$ cat config.mk
export PLATFORM = sky130hd
export DESIGN_NAME = pmon_regs
export DESIGN_NICKNAME = d
export VERILOG_FILES = /design/src/logic/pmon_pkg.sv /design/src/logic/pmon_avg.sv /design/src/logic/pmon_regs.sv
export VERILOG_INCLUDE_DIRS = /design/src /design/src/logic
export SDC_FILE = /design/constraint.sdc
export NUM_CORES = 1
export LEC_CHECK = 0
export BUFFER_PORTS_ARGS = -buffer_cell sky130_fd_sc_hd__buf_2
export CAP_MARGIN = 20
export CORE_UTILIZATION = 40
export CTS_CLUSTER_DIAMETER = 40
export DETAILED_ROUTE_END_ITERATION = 12
export MAX_ROUTING_LAYER = met4
export REMOVE_ABC_BUFFERS = 1
export SYNTH_ARGS = -nofsm -noshare
export SYNTH_HDL_FRONTEND = slang
export SYNTH_SLANG_ARGS = --single-unit
$ cat constraint.sdc
create_clock -name clk_in -period 8.6 [get_ports clk_in]
set_clock_uncertainty 0.1 [all_clocks]
set_input_delay 0.86 -clock clk_in [delete_from_list [all_inputs] [get_ports clk_in]]
set_output_delay 0.86 -clock clk_in [all_outputs]
set_load 0.02 [all_outputs]
$ cat src/logic/pmon_map.svh
`ifndef PMON_MAP_SVH
`define PMON_MAP_SVH

// Register pointer values
`define PTR_CONFIG 8'h00
`define PTR_SHUNT 8'h01
`define PTR_BUS 8'h02
`define PTR_POWER 8'h03
`define PTR_CURRENT 8'h04
`define PTR_CAL 8'h05
`define PTR_MASK 8'h06
`define PTR_LIMIT 8'h07
`define PTR_MAKER 8'h3E

// Configuration field positions
`define CFG_RST_BIT 15
`define CFG_RSVD_HI 14
`define CFG_RSVD_LO 13
`define CFG_RANGE_BIT 12
`define CFG_AVG_HI 11
`define CFG_AVG_LO 9
`define CFG_BCT_HI 8
`define CFG_BCT_LO 6
`define CFG_SCT_HI 5
`define CFG_SCT_LO 3
`define CFG_MODE_HI 2
`define CFG_MODE_LO 0

// Reset values
`define CFG_RESET 16'h4127
`define CFG_RSVD_VAL 2'h2
`define RANGE_RESET 1'h0
`define AVG_RESET 3'h0
`define BCT_RESET 3'h4
`define SCT_RESET 3'h4
`define MODE_RESET 3'h7
`define REG_RESET 16'h0000
`define GC_RESET_BYTE 8'h06

// Timing: microsecond tick from the 100 MHz clock
`define CLK_PERIOD_NS 10
`define US_NS 1000
`define US_CYCLES (`US_NS / `CLK_PERIOD_NS)

// Conversion times in microseconds, codes 0 to 7
`define CT_US_0 140
`define CT_US_1 204
`define CT_US_2 332
`define CT_US_3 588
`define CT_US_4 1100
`define CT_US_5 2116
`define CT_US_6 4156
`define CT_US_7 8244

`endif

$ cat src/logic/pmon_pkg.sv
package pmon_pkg;
    // Conversion phase, gray along shunt -> bus -> shunt
    typedef enum logic [1:0] {
        PH_SHUNT = 2'h0,
        PH_BUS = 2'h1
    } conv_phase_t;
    typedef logic [2:0] field3_t;
    typedef logic [15:0] word_t;
endpackage

$ cat src/logic/pmon_avg.sv
`include "pmon_map.svh"

module pmon_avg (
    input wire logic clk_in,
    input wire logic rst_in,
    input wire logic clr_in,
    input wire pmon_pkg::field3_t avg_code_in,
    input wire pmon_pkg::field3_t bus_ct_in,
    input wire pmon_pkg::field3_t shunt_ct_in,
    input wire pmon_pkg::word_t shunt_sample_in,
    input wire pmon_pkg::word_t bus_sample_in,
    output pmon_pkg::word_t shunt_res_out,
    output pmon_pkg::word_t bus_res_out,
    output logic upd_out
);
    import pmon_pkg::*;

    localparam logic [13:0] CT_US [8] = '{14'(`CT_US_0), 14'(`CT_US_1), 14'(`CT_US_2), 14'(`CT_US_3),
                                          14'(`CT_US_4), 14'(`CT_US_5), 14'(`CT_US_6), 14'(`CT_US_7)};
    localparam logic [3:0] AVG_SHIFT [8] = '{4'h0, 4'h2, 4'h4, 4'h6, 4'h7, 4'h8, 4'h9, 4'hA};

    conv_phase_t phase_q;
    logic [6:0] div_q;
    logic us_tick;
    logic [13:0] us_q;
    logic [13:0] ct_limit;
    logic conv_end;
    logic [10:0] n_q;
    logic [10:0] n_target;
    logic signed [25:0] sh_acc_q;
    logic [25:0] bus_acc_q;
    logic signed [25:0] sh_sum;
    logic [25:0] bus_sum;
    logic [3:0] shift;

    assign us_tick = (div_q == 7'(`US_CYCLES - 1));
    assign ct_limit = (phase_q == PH_SHUNT) ? CT_US[shunt_ct_in] : CT_US[bus_ct_in];
    assign conv_end = us_tick && (us_q >= ct_limit - 14'h0001); // Shorter new code ends the conversion at the next microsecond tick
    assign shift = AVG_SHIFT[avg_code_in];
    assign n_target = 11'(11'h001 << shift) - 11'h001;
    assign sh_sum = sh_acc_q + 26'(signed'(shunt_sample_in));
    assign bus_sum = bus_acc_q + {11'h000, bus_sample_in[14:0]};

    // Microsecond divider
    always_ff @(posedge clk_in or posedge rst_in) begin
        if (rst_in) begin
            div_q <= 7'h00;
        end else if (clr_in || us_tick) begin
            div_q <= 7'h00;
        end else begin
            div_q <= div_q + 7'h01;
        end
    end

    // Conversion timer and phase
    always_ff @(posedge clk_in or posedge rst_in) begin
        if (rst_in) begin
            us_q <= 14'h0000;
            phase_q <= PH_SHUNT;
        end else if (clr_in) begin
            us_q <= 14'h0000;
            phase_q <= PH_SHUNT;
        end else if (conv_end) begin
            us_q <= 14'h0000;
            case (phase_q)
                PH_SHUNT: phase_q <= PH_BUS;
                PH_BUS: phase_q <= PH_SHUNT;
                default: phase_q <= PH_SHUNT;
            endcase
        end else if (us_tick) begin
            us_q <= us_q + 14'h0001;
        end
    end

    // Accumulate; publish only when the whole average is done
    always_ff @(posedge clk_in or posedge rst_in) begin
        if (rst_in) begin
            sh_acc_q <= 26'h0000000;
            bus_acc_q <= 26'h0000000;
            n_q <= 11'h000;
            shunt_res_out <= `REG_RESET;
            bus_res_out <= `REG_RESET;
            upd_out <= 1'b0;
        end else if (clr_in) begin
            sh_acc_q <= 26'h0000000;
            bus_acc_q <= 26'h0000000;
            n_q <= 11'h000;
            shunt_res_out <= `REG_RESET;
            bus_res_out <= `REG_RESET;
            upd_out <= 1'b0;
        end else begin
            upd_out <= 1'b0;
            if (conv_end && phase_q == PH_SHUNT) begin
                sh_acc_q <= sh_sum;
            end
            if (conv_end && phase_q == PH_BUS) begin
                if (n_q >= n_target) begin
                    shunt_res_out <= 16'(sh_acc_q >>> shift);
                    bus_res_out <= 16'(bus_sum >> shift);
                    upd_out <= 1'b1;
                    sh_acc_q <= 26'h0000000;
                    bus_acc_q <= 26'h0000000;
                    n_q <= 11'h000;
                end else begin
                    bus_acc_q <= bus_sum;
                    n_q <= n_q + 11'h001;
                end
            end
        end
    end
endmodule // pmon_avg

$ cat src/logic/pmon_regs.sv
// Summary of operation
// - Configuration resets to 4127h
// - Config bit 15 resets everything, self-clears
// - Config bits 14:13 read 10b, ignore writes
// - Config bit 12 picks shunt range
// - Bits 11:9 pick averaging count
// - Results update only after full average
// - Bits 8:6 pick bus conversion time
// - Bits 5:3 pick shunt conversion time
// - First write byte sets pointer, next two store
// - Reads use last written pointer, or config after a soft reset
// - Words move high byte first
// - General call 06h soft-resets device
`include "pmon_map.svh"

module pmon_regs #(
    parameter logic [15:0] MAKER_ID = 16'hA5C3 // Arbitrary value
) (
    input wire logic clk_in,
    input wire logic rst_in,
    input wire logic wr_start_in,
    input wire logic gc_start_in,
    input wire logic rx_valid_in,
    input wire logic [7:0] rx_byte_in,
    input wire logic rd_start_in,
    input wire logic tx_ack_in,
    input wire pmon_pkg::word_t shunt_sample_in,
    input wire pmon_pkg::word_t bus_sample_in,
    output logic [7:0] tx_byte_out,
    output logic shunt_range_select_out,
    output pmon_pkg::field3_t averaging_count_out,
    output logic result_upd_out
);
    import pmon_pkg::*;

    logic [7:0] ptr_q;
    logic [1:0] idx_q;
    logic [7:0] msb_q;
    logic gc_q;
    logic soft_rst_q;
    field3_t bus_conv_time_q;
    field3_t shunt_conv_time_q;
    field3_t mode_q;
    word_t cal_q;
    word_t mask_q;
    word_t limit_q;
    word_t rd_word_q;
    word_t shunt_res;
    word_t bus_voltage_res;
    word_t rd_data;
    word_t cfg_word;
    word_t wdata;
    logic wr_commit;
    logic avg_upd;

    assign wdata = {msb_q, rx_byte_in};
    assign wr_commit = rx_valid_in && idx_q == 2'h2 && !gc_q;
    assign cfg_word = {1'b0, `CFG_RSVD_VAL, shunt_range_select_out, averaging_count_out,
                       bus_conv_time_q, shunt_conv_time_q, mode_q};

    always_comb begin
        case (ptr_q)
            `PTR_CONFIG: rd_data = cfg_word;
            `PTR_SHUNT: rd_data = shunt_res;
            `PTR_BUS: rd_data = {1'b0, bus_voltage_res[14:0]};
            `PTR_CAL: rd_data = cal_q;
            `PTR_MASK: rd_data = mask_q;
            `PTR_LIMIT: rd_data = limit_q;
            `PTR_MAKER: rd_data = MAKER_ID;
            default: rd_data = `REG_RESET;
        endcase
    end

    // Transfer framing: pointer byte, then high and low data bytes
    always_ff @(posedge clk_in or posedge rst_in) begin
        if (rst_in) begin
            idx_q <= 2'h0;
            gc_q <= 1'b0;
            msb_q <= 8'h00;
        end else if (wr_start_in || gc_start_in) begin
            idx_q <= 2'h0;
            gc_q <= gc_start_in;
            msb_q <= 8'h00;
        end else if (rx_valid_in) begin
            if (idx_q == 2'h1) begin
                msb_q <= rx_byte_in;
            end
            if (idx_q != 2'h3) begin
                idx_q <= idx_q + 2'h1;
            end
        end
    end

    // Pointer persists until the next write sets it or a soft reset returns it to config
    always_ff @(posedge clk_in or posedge rst_in) begin
        if (rst_in) begin
            ptr_q <= `PTR_CONFIG;
        end else if (soft_rst_q) begin
            ptr_q <= `PTR_CONFIG;
        end else if (rx_valid_in && idx_q == 2'h0 && !gc_q) begin
            ptr_q <= rx_byte_in;
        end
    end

    // Soft reset pulse from config bit 15 or general call
    always_ff @(posedge clk_in or posedge rst_in) begin
        if (rst_in) begin
            soft_rst_q <= 1'b0;
        end else if (soft_rst_q) begin
            soft_rst_q <= 1'b0;
        end else if (wr_commit && ptr_q == `PTR_CONFIG && wdata[`CFG_RST_BIT]) begin
            soft_rst_q <= 1'b1;
        end else if (gc_q && rx_valid_in && idx_q == 2'h0 && rx_byte_in == `GC_RESET_BYTE) begin
            soft_rst_q <= 1'b1;
        end
    end

    // Configuration fields
    always_ff @(posedge clk_in or posedge rst_in) begin
        if (rst_in) begin
            shunt_range_select_out <= `RANGE_RESET;
            averaging_count_out <= `AVG_RESET;
            bus_conv_time_q <= `BCT_RESET;
            shunt_conv_time_q <= `SCT_RESET;
            mode_q <= `MODE_RESET;
        end else if (soft_rst_q) begin
            shunt_range_select_out <= `RANGE_RESET;
            averaging_count_out <= `AVG_RESET;
            bus_conv_time_q <= `BCT_RESET;
            shunt_conv_time_q <= `SCT_RESET;
            mode_q <= `MODE_RESET;
        end else if (wr_commit && ptr_q == `PTR_CONFIG && !wdata[`CFG_RST_BIT]) begin
            shunt_range_select_out <= wdata[`CFG_RANGE_BIT];
            averaging_count_out <= wdata[`CFG_AVG_HI:`CFG_AVG_LO];
            bus_conv_time_q <= wdata[`CFG_BCT_HI:`CFG_BCT_LO];
            shunt_conv_time_q <= wdata[`CFG_SCT_HI:`CFG_SCT_LO];
            mode_q <= wdata[`CFG_MODE_HI:`CFG_MODE_LO];
        end
    end

    // Writable word registers; result and identity words have no write path
    always_ff @(posedge clk_in or posedge rst_in) begin
        if (rst_in) begin
            cal_q <= `REG_RESET;
            mask_q <= `REG_RESET;
            limit_q <= `REG_RESET;
        end else if (soft_rst_q) begin
            cal_q <= `REG_RESET;
            mask_q <= `REG_RESET;
            limit_q <= `REG_RESET;
        end else if (wr_commit) begin
            case (ptr_q)
                `PTR_CAL: cal_q <= wdata;
                `PTR_MASK: mask_q <= wdata;
                `PTR_LIMIT: limit_q <= wdata;
                default: cal_q <= cal_q;
            endcase
        end
    end

    // Read word captured at read start, high byte first
    always_ff @(posedge clk_in or posedge rst_in) begin
        if (rst_in) begin
            rd_word_q <= `REG_RESET;
            tx_byte_out <= 8'h00;
        end else if (rd_start_in) begin
            rd_word_q <= rd_data;
            tx_byte_out <= rd_data[15:8];
        end else if (tx_ack_in) begin
            tx_byte_out <= rd_word_q[7:0];
        end
    end

    always_ff @(posedge clk_in or posedge rst_in) begin
        if (rst_in) begin
            result_upd_out <= 1'b0;
        end else begin
            result_upd_out <= avg_upd;
        end
    end

    pmon_avg u_avg (
        .clk_in(clk_in),
        .rst_in(rst_in),
        .clr_in(soft_rst_q),
        .avg_code_in(averaging_count_out),
        .bus_ct_in(bus_conv_time_q),
        .shunt_ct_in(shunt_conv_time_q),
        .shunt_sample_in(shunt_sample_in),
        .bus_sample_in(bus_sample_in),
        .shunt_res_out(shunt_res),
        .bus_res_out(bus_voltage_res),
        .upd_out(avg_upd)
    );
endmodule // pmon_regs

==> results.sh, run 1 <==
export IMPL_outcome="finished with violations"
export IMPL_failed_checks="DRC"
export IMPL_fin_tns_setup_ns=0
export IMPL_cts_path_max_buffers=3
export IMPL_groute_usage_overall_pct=23.7
export IMPL_fin_nets=1883
export IMPL_min_delay_path_class="register to register"
export IMPL_synth_yosys_seq_area_share_pct=36.9
export IMPL_timing_setup_critical_path_class="register to register"
export IMPL_power_ir_vdd_worst_mv=0.0997
export IMPL_dp_hpwl_um=29300
export IMPL_n_fill_cell=3536
export IMPL_critPathMaxFanout=25
export IMPL_cts_buffers_inserted=38
export IMPL_port_buffers=58
export IMPL_timing_fmax_mhz=160
export IMPL_final_cell_area_um2=16500
export IMPL_final_period_minus_worst_setup_slack_ns=6.23
export IMPL_row_count=69
export IMPL_signal_arrival_time_at_the_worst_endpoint_ns=6.53
export IMPL_detail_route_wirelength_um=42100
export IMPL_antenna_diode_count=0
export IMPL_synth_distinct_cells=99
export IMPL_synth_common_cells="313 x nand2_1, 210 x dfrtp_1, 176 x a21oi_1"
export IMPL_period_share_pct=72.5
export IMPL_post_route_drc_count=2
export IMPL_buffers_inserted_during_post_cts_setup_optimization=0
export IMPL_max_slew_margin_pct=29.6
export IMPL_top_area_cells_in_the_synthesized_netlist="dfrtp_1 36%, nand2_1 8.1%, ha_1 6.2%"
export IMPL_via_count_of_the_first_global_routing_pass=12646
export IMPL_pin_count=60
export IMPL_pwr_density_cell_nw_per_um2=183
export IMPL_worstSetupStartpointType="register"
export IMPL_cts_reportedPaths_clkPinSlew_ns=0.06
export IMPL_root_buffer="clkbuf_16"
export IMPL_count_of_cells_resized_by_post_cts_repair=0
export IMPL_routed_via_density=5.78
export IMPL_postSynth_asyncResetShare_pct=100
export IMPL_power_uw=3030
export IMPL_synthCells=1750
export IMPL_drtIter0Drc=1073
export IMPL_unrepaired_setup_endpoints_after_global_routing="no"
export IMPL_setup_worst_path_end_class="register"
export IMPL_worst_ep_required_time_ns=8.90
export IMPL_route_detailed_wl_per_inst_um=18.7
export IMPL_yosys_warnings=0
export IMPL_synth_avg_cell_area_um2=8.33
export IMPL_pin_count_of_the_biggest_net_entering_global_routing=94
export IMPL_grt_overflow_total=0
export IMPL_synth_edf_count=0
export IMPL_number_of_antenna_violations_at_the_first_check_in_global_routing=0
export IMPL_core_um2=35700
export IMPL_cts_htree_levels=2
export IMPL_power_leakage_uw=0.00718
export IMPL_fp_dieH_um=193
export IMPL_cts_hold_buf=0
export IMPL_grt_pass1_wl_um=68000
export IMPL_synth_largest_area_cell="dfrtp_1"
export IMPL_final_hold_worst_slack_ns=0.247
export IMPL_hold_viol_final=0
export IMPL_fraction_of_layout_cells_with_a_size_suffix_above_1_pct=11.9
export IMPL_ys_seq_elements=215
export IMPL_floorplan_die_area_um2=37200
export IMPL_postRouteAntennaNets=0
export IMPL_worstSkewPairLatency_ns=0.52
export IMPL_post_synth_instance_area_um2=14600
export IMPL_detailed_place_area_um2=15200
export IMPL_synth_top_area_share_pct=36.0
export IMPL_postSynth_topFlopCell="dfrtp_1"
export IMPL_floorplan_initialDensity_pct=40.8
export IMPL_clkSinkCount=215
export IMPL_cts_tree="built"
export IMPL_drt_pre_antenna_iters=9
export IMPL_die_width_um=193
export IMPL_drv_max_cap_violation_count=0
export IMPL_via_count=13028
export IMPL_slew_viol_final=0
export IMPL_area_growth_synth_to_final_pct=13.3
export IMPL_gpl_final_weighted_congestion=0.885
export IMPL_setup_viol=0
export IMPL_worst_slew_pin_transition_ns=1.06
export IMPL_synthMostInstantiatedCell="nand2_1"
-- logic make-up after synthesis --
| group | share of synthesized area [%] |
|---|---|
| buffers and inverters | 4.13 |
| AO/OA/AOI/OAI | 23.4 |
| adder cells (fa/ha/maj) | 6.45 |
| XOR/XNOR | 2.94 |
| flip-flops | 36.9 |
| other | 0.0257 |
| multiplexers | 6.50 |
| AND/OR/NAND/NOR | 19.7 |
-- per-stage QoR --
stage          setup slack, ns  instances  utilization, %
5_1_grt                   1.93       2253            46.2
2_1_floorplan             1.77       1642               -
3_5_place_dp              2.51       2182            42.5
3_3_place_gp              2.56       2182            42.5
6_report                  2.37       2253            46.2
4_1_cts                   2.49       2252            46.2
-- critical path, cell delays in order (launching register included) --
cell and delay, ns:
dfrtp_1 0.85, inv_1 0.43, ha_1 0.41, nor2_1 0.12
buf_4 0.29, clkinv_1 0.50, a31o_2 0.38, ha_1 0.30
a2111oi_0 0.42, nand2_1 0.11, o221a_2 0.30, o211a_1 0.56
nand2b_1 0.43, clkinv_1 0.37, o21ai_0 0.22, a2111oi_2 0.06
a22o_1 0.23
-- sequential cells by signal, summed over array words and instances, names as in the netlist, 11 cells and up --
| register | count |
|---|---|
| limit_q | 16 |
| cal_q | 16 |
| mask_q | 16 |
| u_avg.bus_acc_q | 26 |
| u_avg.us_q | 14 |
| u_avg.shunt_res_out | 16 |
| u_avg.sh_acc_q | 26 |
| u_avg.n_q | 11 |
| u_avg.bus_res_out | 15 |
-- cells in the final DEF, fill, tap and decap left out, types with 21 or more instances in the layout --
cell type	Yosys	routed
dfrtp_1	210	209
clkbuf_16	0	39
o22ai_1	21	21
buf_2	17	58
nand3_1	36	36
xnor2_1	30	30
o21ai_0	137	137
nand2_1	313	313
nor2_1	136	133
and3_1	22	22
ha_1	72	72
inv_1	35	34
mux2i_1	70	69
a21oi_1	176	176
nand2b_1	21	21
buf_4	1	21
-- area by class of cell --
cell class                 instances  area (um2)  area share (%)
sequential                       215        5390            32.6
tap                              461         577            3.49
multi-input combinational       1388        8620            52.2
inverter                          39         154           0.931
timing repair buffer              80         475            2.88
clock buffer                      42         997            6.03
clock inverter                    28         313            1.89
-- per-layer routing --
| layer | wire, um | share of wire [%] | GRT usage [%] |
|---|---|---|---|
| met2 | 19500 | 46 | 36.9 |
| met5 | 0 | 0 | - |
| met3 | 2400 | 5.7 | 4.63 |
| met1 | 19300 | 46 | 31.3 |
| met4 | 928 | 2.2 | 6.67 |
-- power by group --
part | switching (uW) | leakage [uW] | internal [uW]
Clock | 578 | 0.000634 | 955
Sequential | 48.8 | 0.00275 | 1060
Combinational | 239 | 0.00379 | 153
Total | 866 | 0.00718 | 2160
-- final timing paths --
| path | start | end | slack [ns] | depth (start not counted) |
|---|---|---|---|---|
| min reg2reg | u_avg.upd_out$_DFF_PP0_ | result_upd_out$_DFF_PP0_ | 0.25 | 0 |
| max in group asynchronous | rst_in | mode_q[1]$_DFFE_PP1P_ | 6.97 | 4 |
| min in group asynchronous | rst_in | u_avg.bus_acc_q[5]$_DFFE_PP0P_ | 0.33 | 2 |
| min | u_avg.upd_out$_DFF_PP0_ | result_upd_out$_DFF_PP0_ | 0.25 | 0 |
| max reg2reg | averaging_count_out[0]$_DFFE_PP0P_ | u_avg.bus_res_out[8]$_DFFE_PP0P_ | 2.37 | 16 |
| max | averaging_count_out[0]$_DFFE_PP0P_ | u_avg.bus_res_out[8]$_DFFE_PP0P_ | 2.37 | 16 |
(Power assumes the default switching activity.)
==> inputs of run 2 (changes only) <==
- ABC_AREA: not set -> 1
- clock period: 8.6 -> 5 ns (I/O delays scaled with it)
==> run 2 against run 1 <==
The run now ends clean. Worst hold slack got worse by 0.19 ns. Power is 71% higher. Combinational power is 64% higher. Highest routed layer unchanged.
==> results.sh, run 2 <==
export IMPL_slowest_stage_delay_on_critical_path_ns=0.60
export IMPL_pwr_density_cell_nw_per_um2=309
export IMPL_worst_ep_required_time_ns=5.35
export IMPL_core_um2=35900
export IMPL_slew_viol_final=0
export IMPL_floorplan_die_area_um2=37700
export IMPL_timing_setup_critical_path_class="register to register"
export IMPL_hold_viol_final=0
export IMPL_synth_largest_area_cell="dfrtp_1"
export IMPL_unrepaired_setup_endpoints_after_global_routing="no"
export IMPL_fp_dieH_um=194
export IMPL_grt_pass1_wl_um=70900
export IMPL_fraction_of_layout_cells_with_a_size_suffix_above_1_pct=8.90
export IMPL_clkSinkCount=215
export IMPL_worstSetupStartpointType="register"
export IMPL_routed_via_density=5.37
export IMPL_via_count=14071
export IMPL_detail_route_wirelength_um=42800
export IMPL_synthMostInstantiatedCell="nand2_1"
export IMPL_synth_distinct_cells=57
export IMPL_synth_yosys_seq_area_share_pct=36.5
export IMPL_post_synth_xor_area_fraction_pct=2.43
export IMPL_power_combinational_fraction_pct=12.4
export IMPL_post_synth_instance_area_um2=14800
export IMPL_synth_avg_cell_area_um2=7.08
export IMPL_dp_hpwl_um=31800
export IMPL_min_delay_path_class="primary input to async pin"
export IMPL_slowest_cell_on_the_critical_path="inv_2"
export IMPL_most_common_cell_after_layout_fill_and_taps_aside="nand2_1"
export IMPL_cts_buffers_inserted=38
export IMPL_timing_fmax_mhz=225
export IMPL_grt_overflow_total=0
export IMPL_final_hold_worst_slack_ns=0.0574
export IMPL_signal_arrival_time_at_the_worst_endpoint_ns=4.80
export IMPL_cts_path_max_buffers=3
export IMPL_setup_viol=0
export IMPL_gpl_final_weighted_congestion=0.907
export IMPL_max_slew_margin_pct=27.2
export IMPL_postSynth_topFlopCell="dfrtp_1"
export IMPL_final_period_minus_worst_setup_slack_ns=4.44
export IMPL_groute_usage_overall_pct=23.8
export IMPL_via_count_of_the_first_global_routing_pass=13459
export IMPL_reg2regPathDepth=22
export IMPL_cts_tree="built"
export IMPL_synth_adder_area_share_pct=6.38
export IMPL_cts_htree_levels=2
export IMPL_drv_max_cap_violation_count=0
export IMPL_power_internal_uw=3730
export IMPL_drtIter0Drc=1112
export IMPL_synth_mux_area_fraction_pct=0.407
export IMPL_power_switching_uw=1450
export IMPL_count_of_cells_resized_by_post_cts_repair=0
export IMPL_postSynth_asyncResetShare_pct=100
export IMPL_finalCoreUtilization_pct=46.6
export IMPL_most_frequent_cells_in_the_layout="619 x nand2_1, 210 x dfrtp_1, 200 x inv_1"
export IMPL_setup_worst_path_end_class="register"
export IMPL_fin_ws_ns=0.556
export IMPL_post_synth_and_or_nand_nor_area_fraction_pct=30.1
export IMPL_reg_top3="u_avg.bus_acc_q x26, u_avg.sh_acc_q x26"
export IMPL_period_share_pct=88.9
export IMPL_outcome="finished, final reports clean"
export IMPL_post_route_drc_count=0
export IMPL_kind_of_cell_adding_the_most_delay_to_the_critical_path="buffers and inverters"
export IMPL_power_share_clock_pct=51.3
export IMPL_dominant_combinational_cell_family_by_area_after_synthesis="simple AND/OR/NAND/NOR gates"
export IMPL_power_leakage_uw=0.00827
export IMPL_pin_count_of_the_biggest_net_entering_global_routing=123
export IMPL_pwr_share_seq_pct=36.3
export IMPL_number_of_buffers_and_inverters_on_the_critical_path=6
export IMPL_ff2ff_setup_slack_ns=0.56
export IMPL_n_fill_cell=3655
export IMPL_worstReg2RegEnd="u_avg.sh_acc_q[19]$_DFF_PP0_"
export IMPL_row_count=69
export IMPL_cts_reportedPaths_clkPinSlew_ns=0.05
export IMPL_buffers_inserted_during_post_cts_setup_optimization=0
export IMPL_synth_top_area_share_pct=35.6
export IMPL_path_common_cell="inv_1"
export IMPL_synthCells=2083
export IMPL_cts_hold_buf=0
export IMPL_worstSkewPairLatency_ns=0.55
export IMPL_synth_edf_count=0
export IMPL_route_detailed_wl_per_inst_um=16.3
export IMPL_drt_pre_antenna_iters=6
export IMPL_pin_count=60
export IMPL_floorplan_initialDensity_pct=41.1
export IMPL_synth_common_cells="619 x nand2_1, 210 x dfrtp_1, 201 x inv_1"
export IMPL_power_switching_fraction_pct=28.0
export IMPL_synth_compound_area_share_pct=16.2
export IMPL_critical_path_cell_chain="inv_1, ha_1, nor2_4, inv_1, nand2_1, buf_4, inv_1, nor3_2, nand3_1, o21ai_0, inv_1, ha_1, a21oi_1, o21a_1, nand2_1, a31oi_1, nand2_1, nand2_4, nand2_4, inv_2, o21ai_0, a21oi_1"
export IMPL_worst_slew_pin_transition_ns=1.09
export IMPL_top_area_cells_in_the_synthesized_netlist="dfrtp_1 36%, nand2_1 16%, ha_1 6.1%"
export IMPL_power_ir_vdd_worst_mv=0.188
export IMPL_detailedPlace_worstSlack_ns=0.626
export IMPL_root_buffer="clkbuf_16"
export IMPL_ys_seq_elements=215
export IMPL_postRouteAntennaNets=0
export IMPL_fin_tns_setup_ns=0
export IMPL_yosys_warnings=0
export IMPL_die_width_um=194
export IMPL_port_buffers=58
export IMPL_worst_r2r_startpoint="averaging_count_out[0]$_DFFE_PP0P_"
export IMPL_area_growth_synth_to_final_pct=13.6
export IMPL_fin_nets=2248
export IMPL_number_of_antenna_violations_at_the_first_check_in_global_routing=0
export IMPL_critPathMaxFanout=40
export IMPL_antenna_diode_count=0
## run 2: how the worst max path moves through the flow
| stage | start | to | cells after the start |
|---|---|---|---|
| after global placement | averaging_count_out[0]$_DFFE_PP0P_ | u_avg.sh_acc_q[22]$_DFF_PP0_ | 22 |
| after detailed placement | averaging_count_out[0]$_DFFE_PP0P_ | u_avg.sh_acc_q[19]$_DFF_PP0_ | 22 |
| after global routing | averaging_count_out[0]$_DFFE_PP0P_ | u_avg.sh_acc_q[22]$_DFF_PP0_ | 22 |
| final | averaging_count_out[0]$_DFFE_PP0P_ | u_avg.sh_acc_q[19]$_DFF_PP0_ | 22 |
| after floorplan | rst_in | averaging_count_out[0]$_DFFE_PP0P_ | 1 |
| after CTS | averaging_count_out[0]$_DFFE_PP0P_ | u_avg.sh_acc_q[22]$_DFF_PP0_ | 22 |
## run 2: stage by stage
stage	instances	area (um2)	power (uW)
5_1_grt	2618	16800	5410
4_1_cts	2617	16700	5220
3_5_place_dp	2547	15400	2540
3_3_place_gp	2547	15400	2530
6_report	2618	16800	5180
2_1_floorplan	2007	14400	2360
## run 2: cell families after synthesis
| logic type | Yosys count |
|---|---|
| DFF | 215 |
| AOI/OAI and AO/OA | 417 |
| and+or+nand+nor | 1043 |
| xor gates and xnor gates | 41 |
| muxes | 6 |
| buffers and inverters | 286 |
| adders and majority gates | 74 |
| other | 1 |
## run 2: worst register-to-register path, stage by stage (launching register included)
cell	delay, ns
dfrtp_1	0.45
inv_1	0.15
ha_1	0.27
nor2_4	0.12
inv_1	0.06
nand2_1	0.06
buf_4	0.20
inv_1	0.22
nor3_2	0.19
nand3_1	0.09
o21ai_0	0.08
inv_1	0.06
ha_1	0.31
a21oi_1	0.14
o21a_1	0.14
nand2_1	0.05
a31oi_1	0.14
nand2_1	0.17
nand2_4	0.16
nand2_4	0.21
inv_2	0.60
o21ai_0	0.22
a21oi_1	0.16
## run 2: power by group through the flow
stage / combinational [uW] / sequential (uW) / clock, uW
final: 643 / 1880 / 2660
after global routing: 741 / 1890 / 2790
after CTS: 642 / 1880 / 2700
after detailed placement: 639 / 1900 / 0
after global placement: 629 / 1900 / 0
after floorplan: 466 / 1900 / 0
## run 2: final cells by class
| class | instances | area (um2) | share of cell area [%] |
|---|---|---|---|
| Inverter | 210 | 796 | 4.75 |
| Clock buffer | 47 | 1040 | 6.18 |
| Clock inverter | 23 | 283 | 1.69 |
| Timing Repair Buffer | 80 | 459 | 2.74 |
| Sequential cell | 215 | 5390 | 32.2 |
| Multi-Input combinational cell | 1582 | 8210 | 49.0 |
| Tap cell | 461 | 577 | 3.44 |
## run 2: per-layer routing
| metal | GRT usage [%] | share of wire (%) | up-vias |
|---|---|---|---|
| li1 | - | - | 7067 |
| met1 | 33.3 | 49 | 6604 |
| met2 | 36.7 | 45 | 351 |
| met3 | 2.77 | 5.0 | 49 |
| met4 | 5.88 | 1.7 | 0 |
| met5 | - | 0 | - |
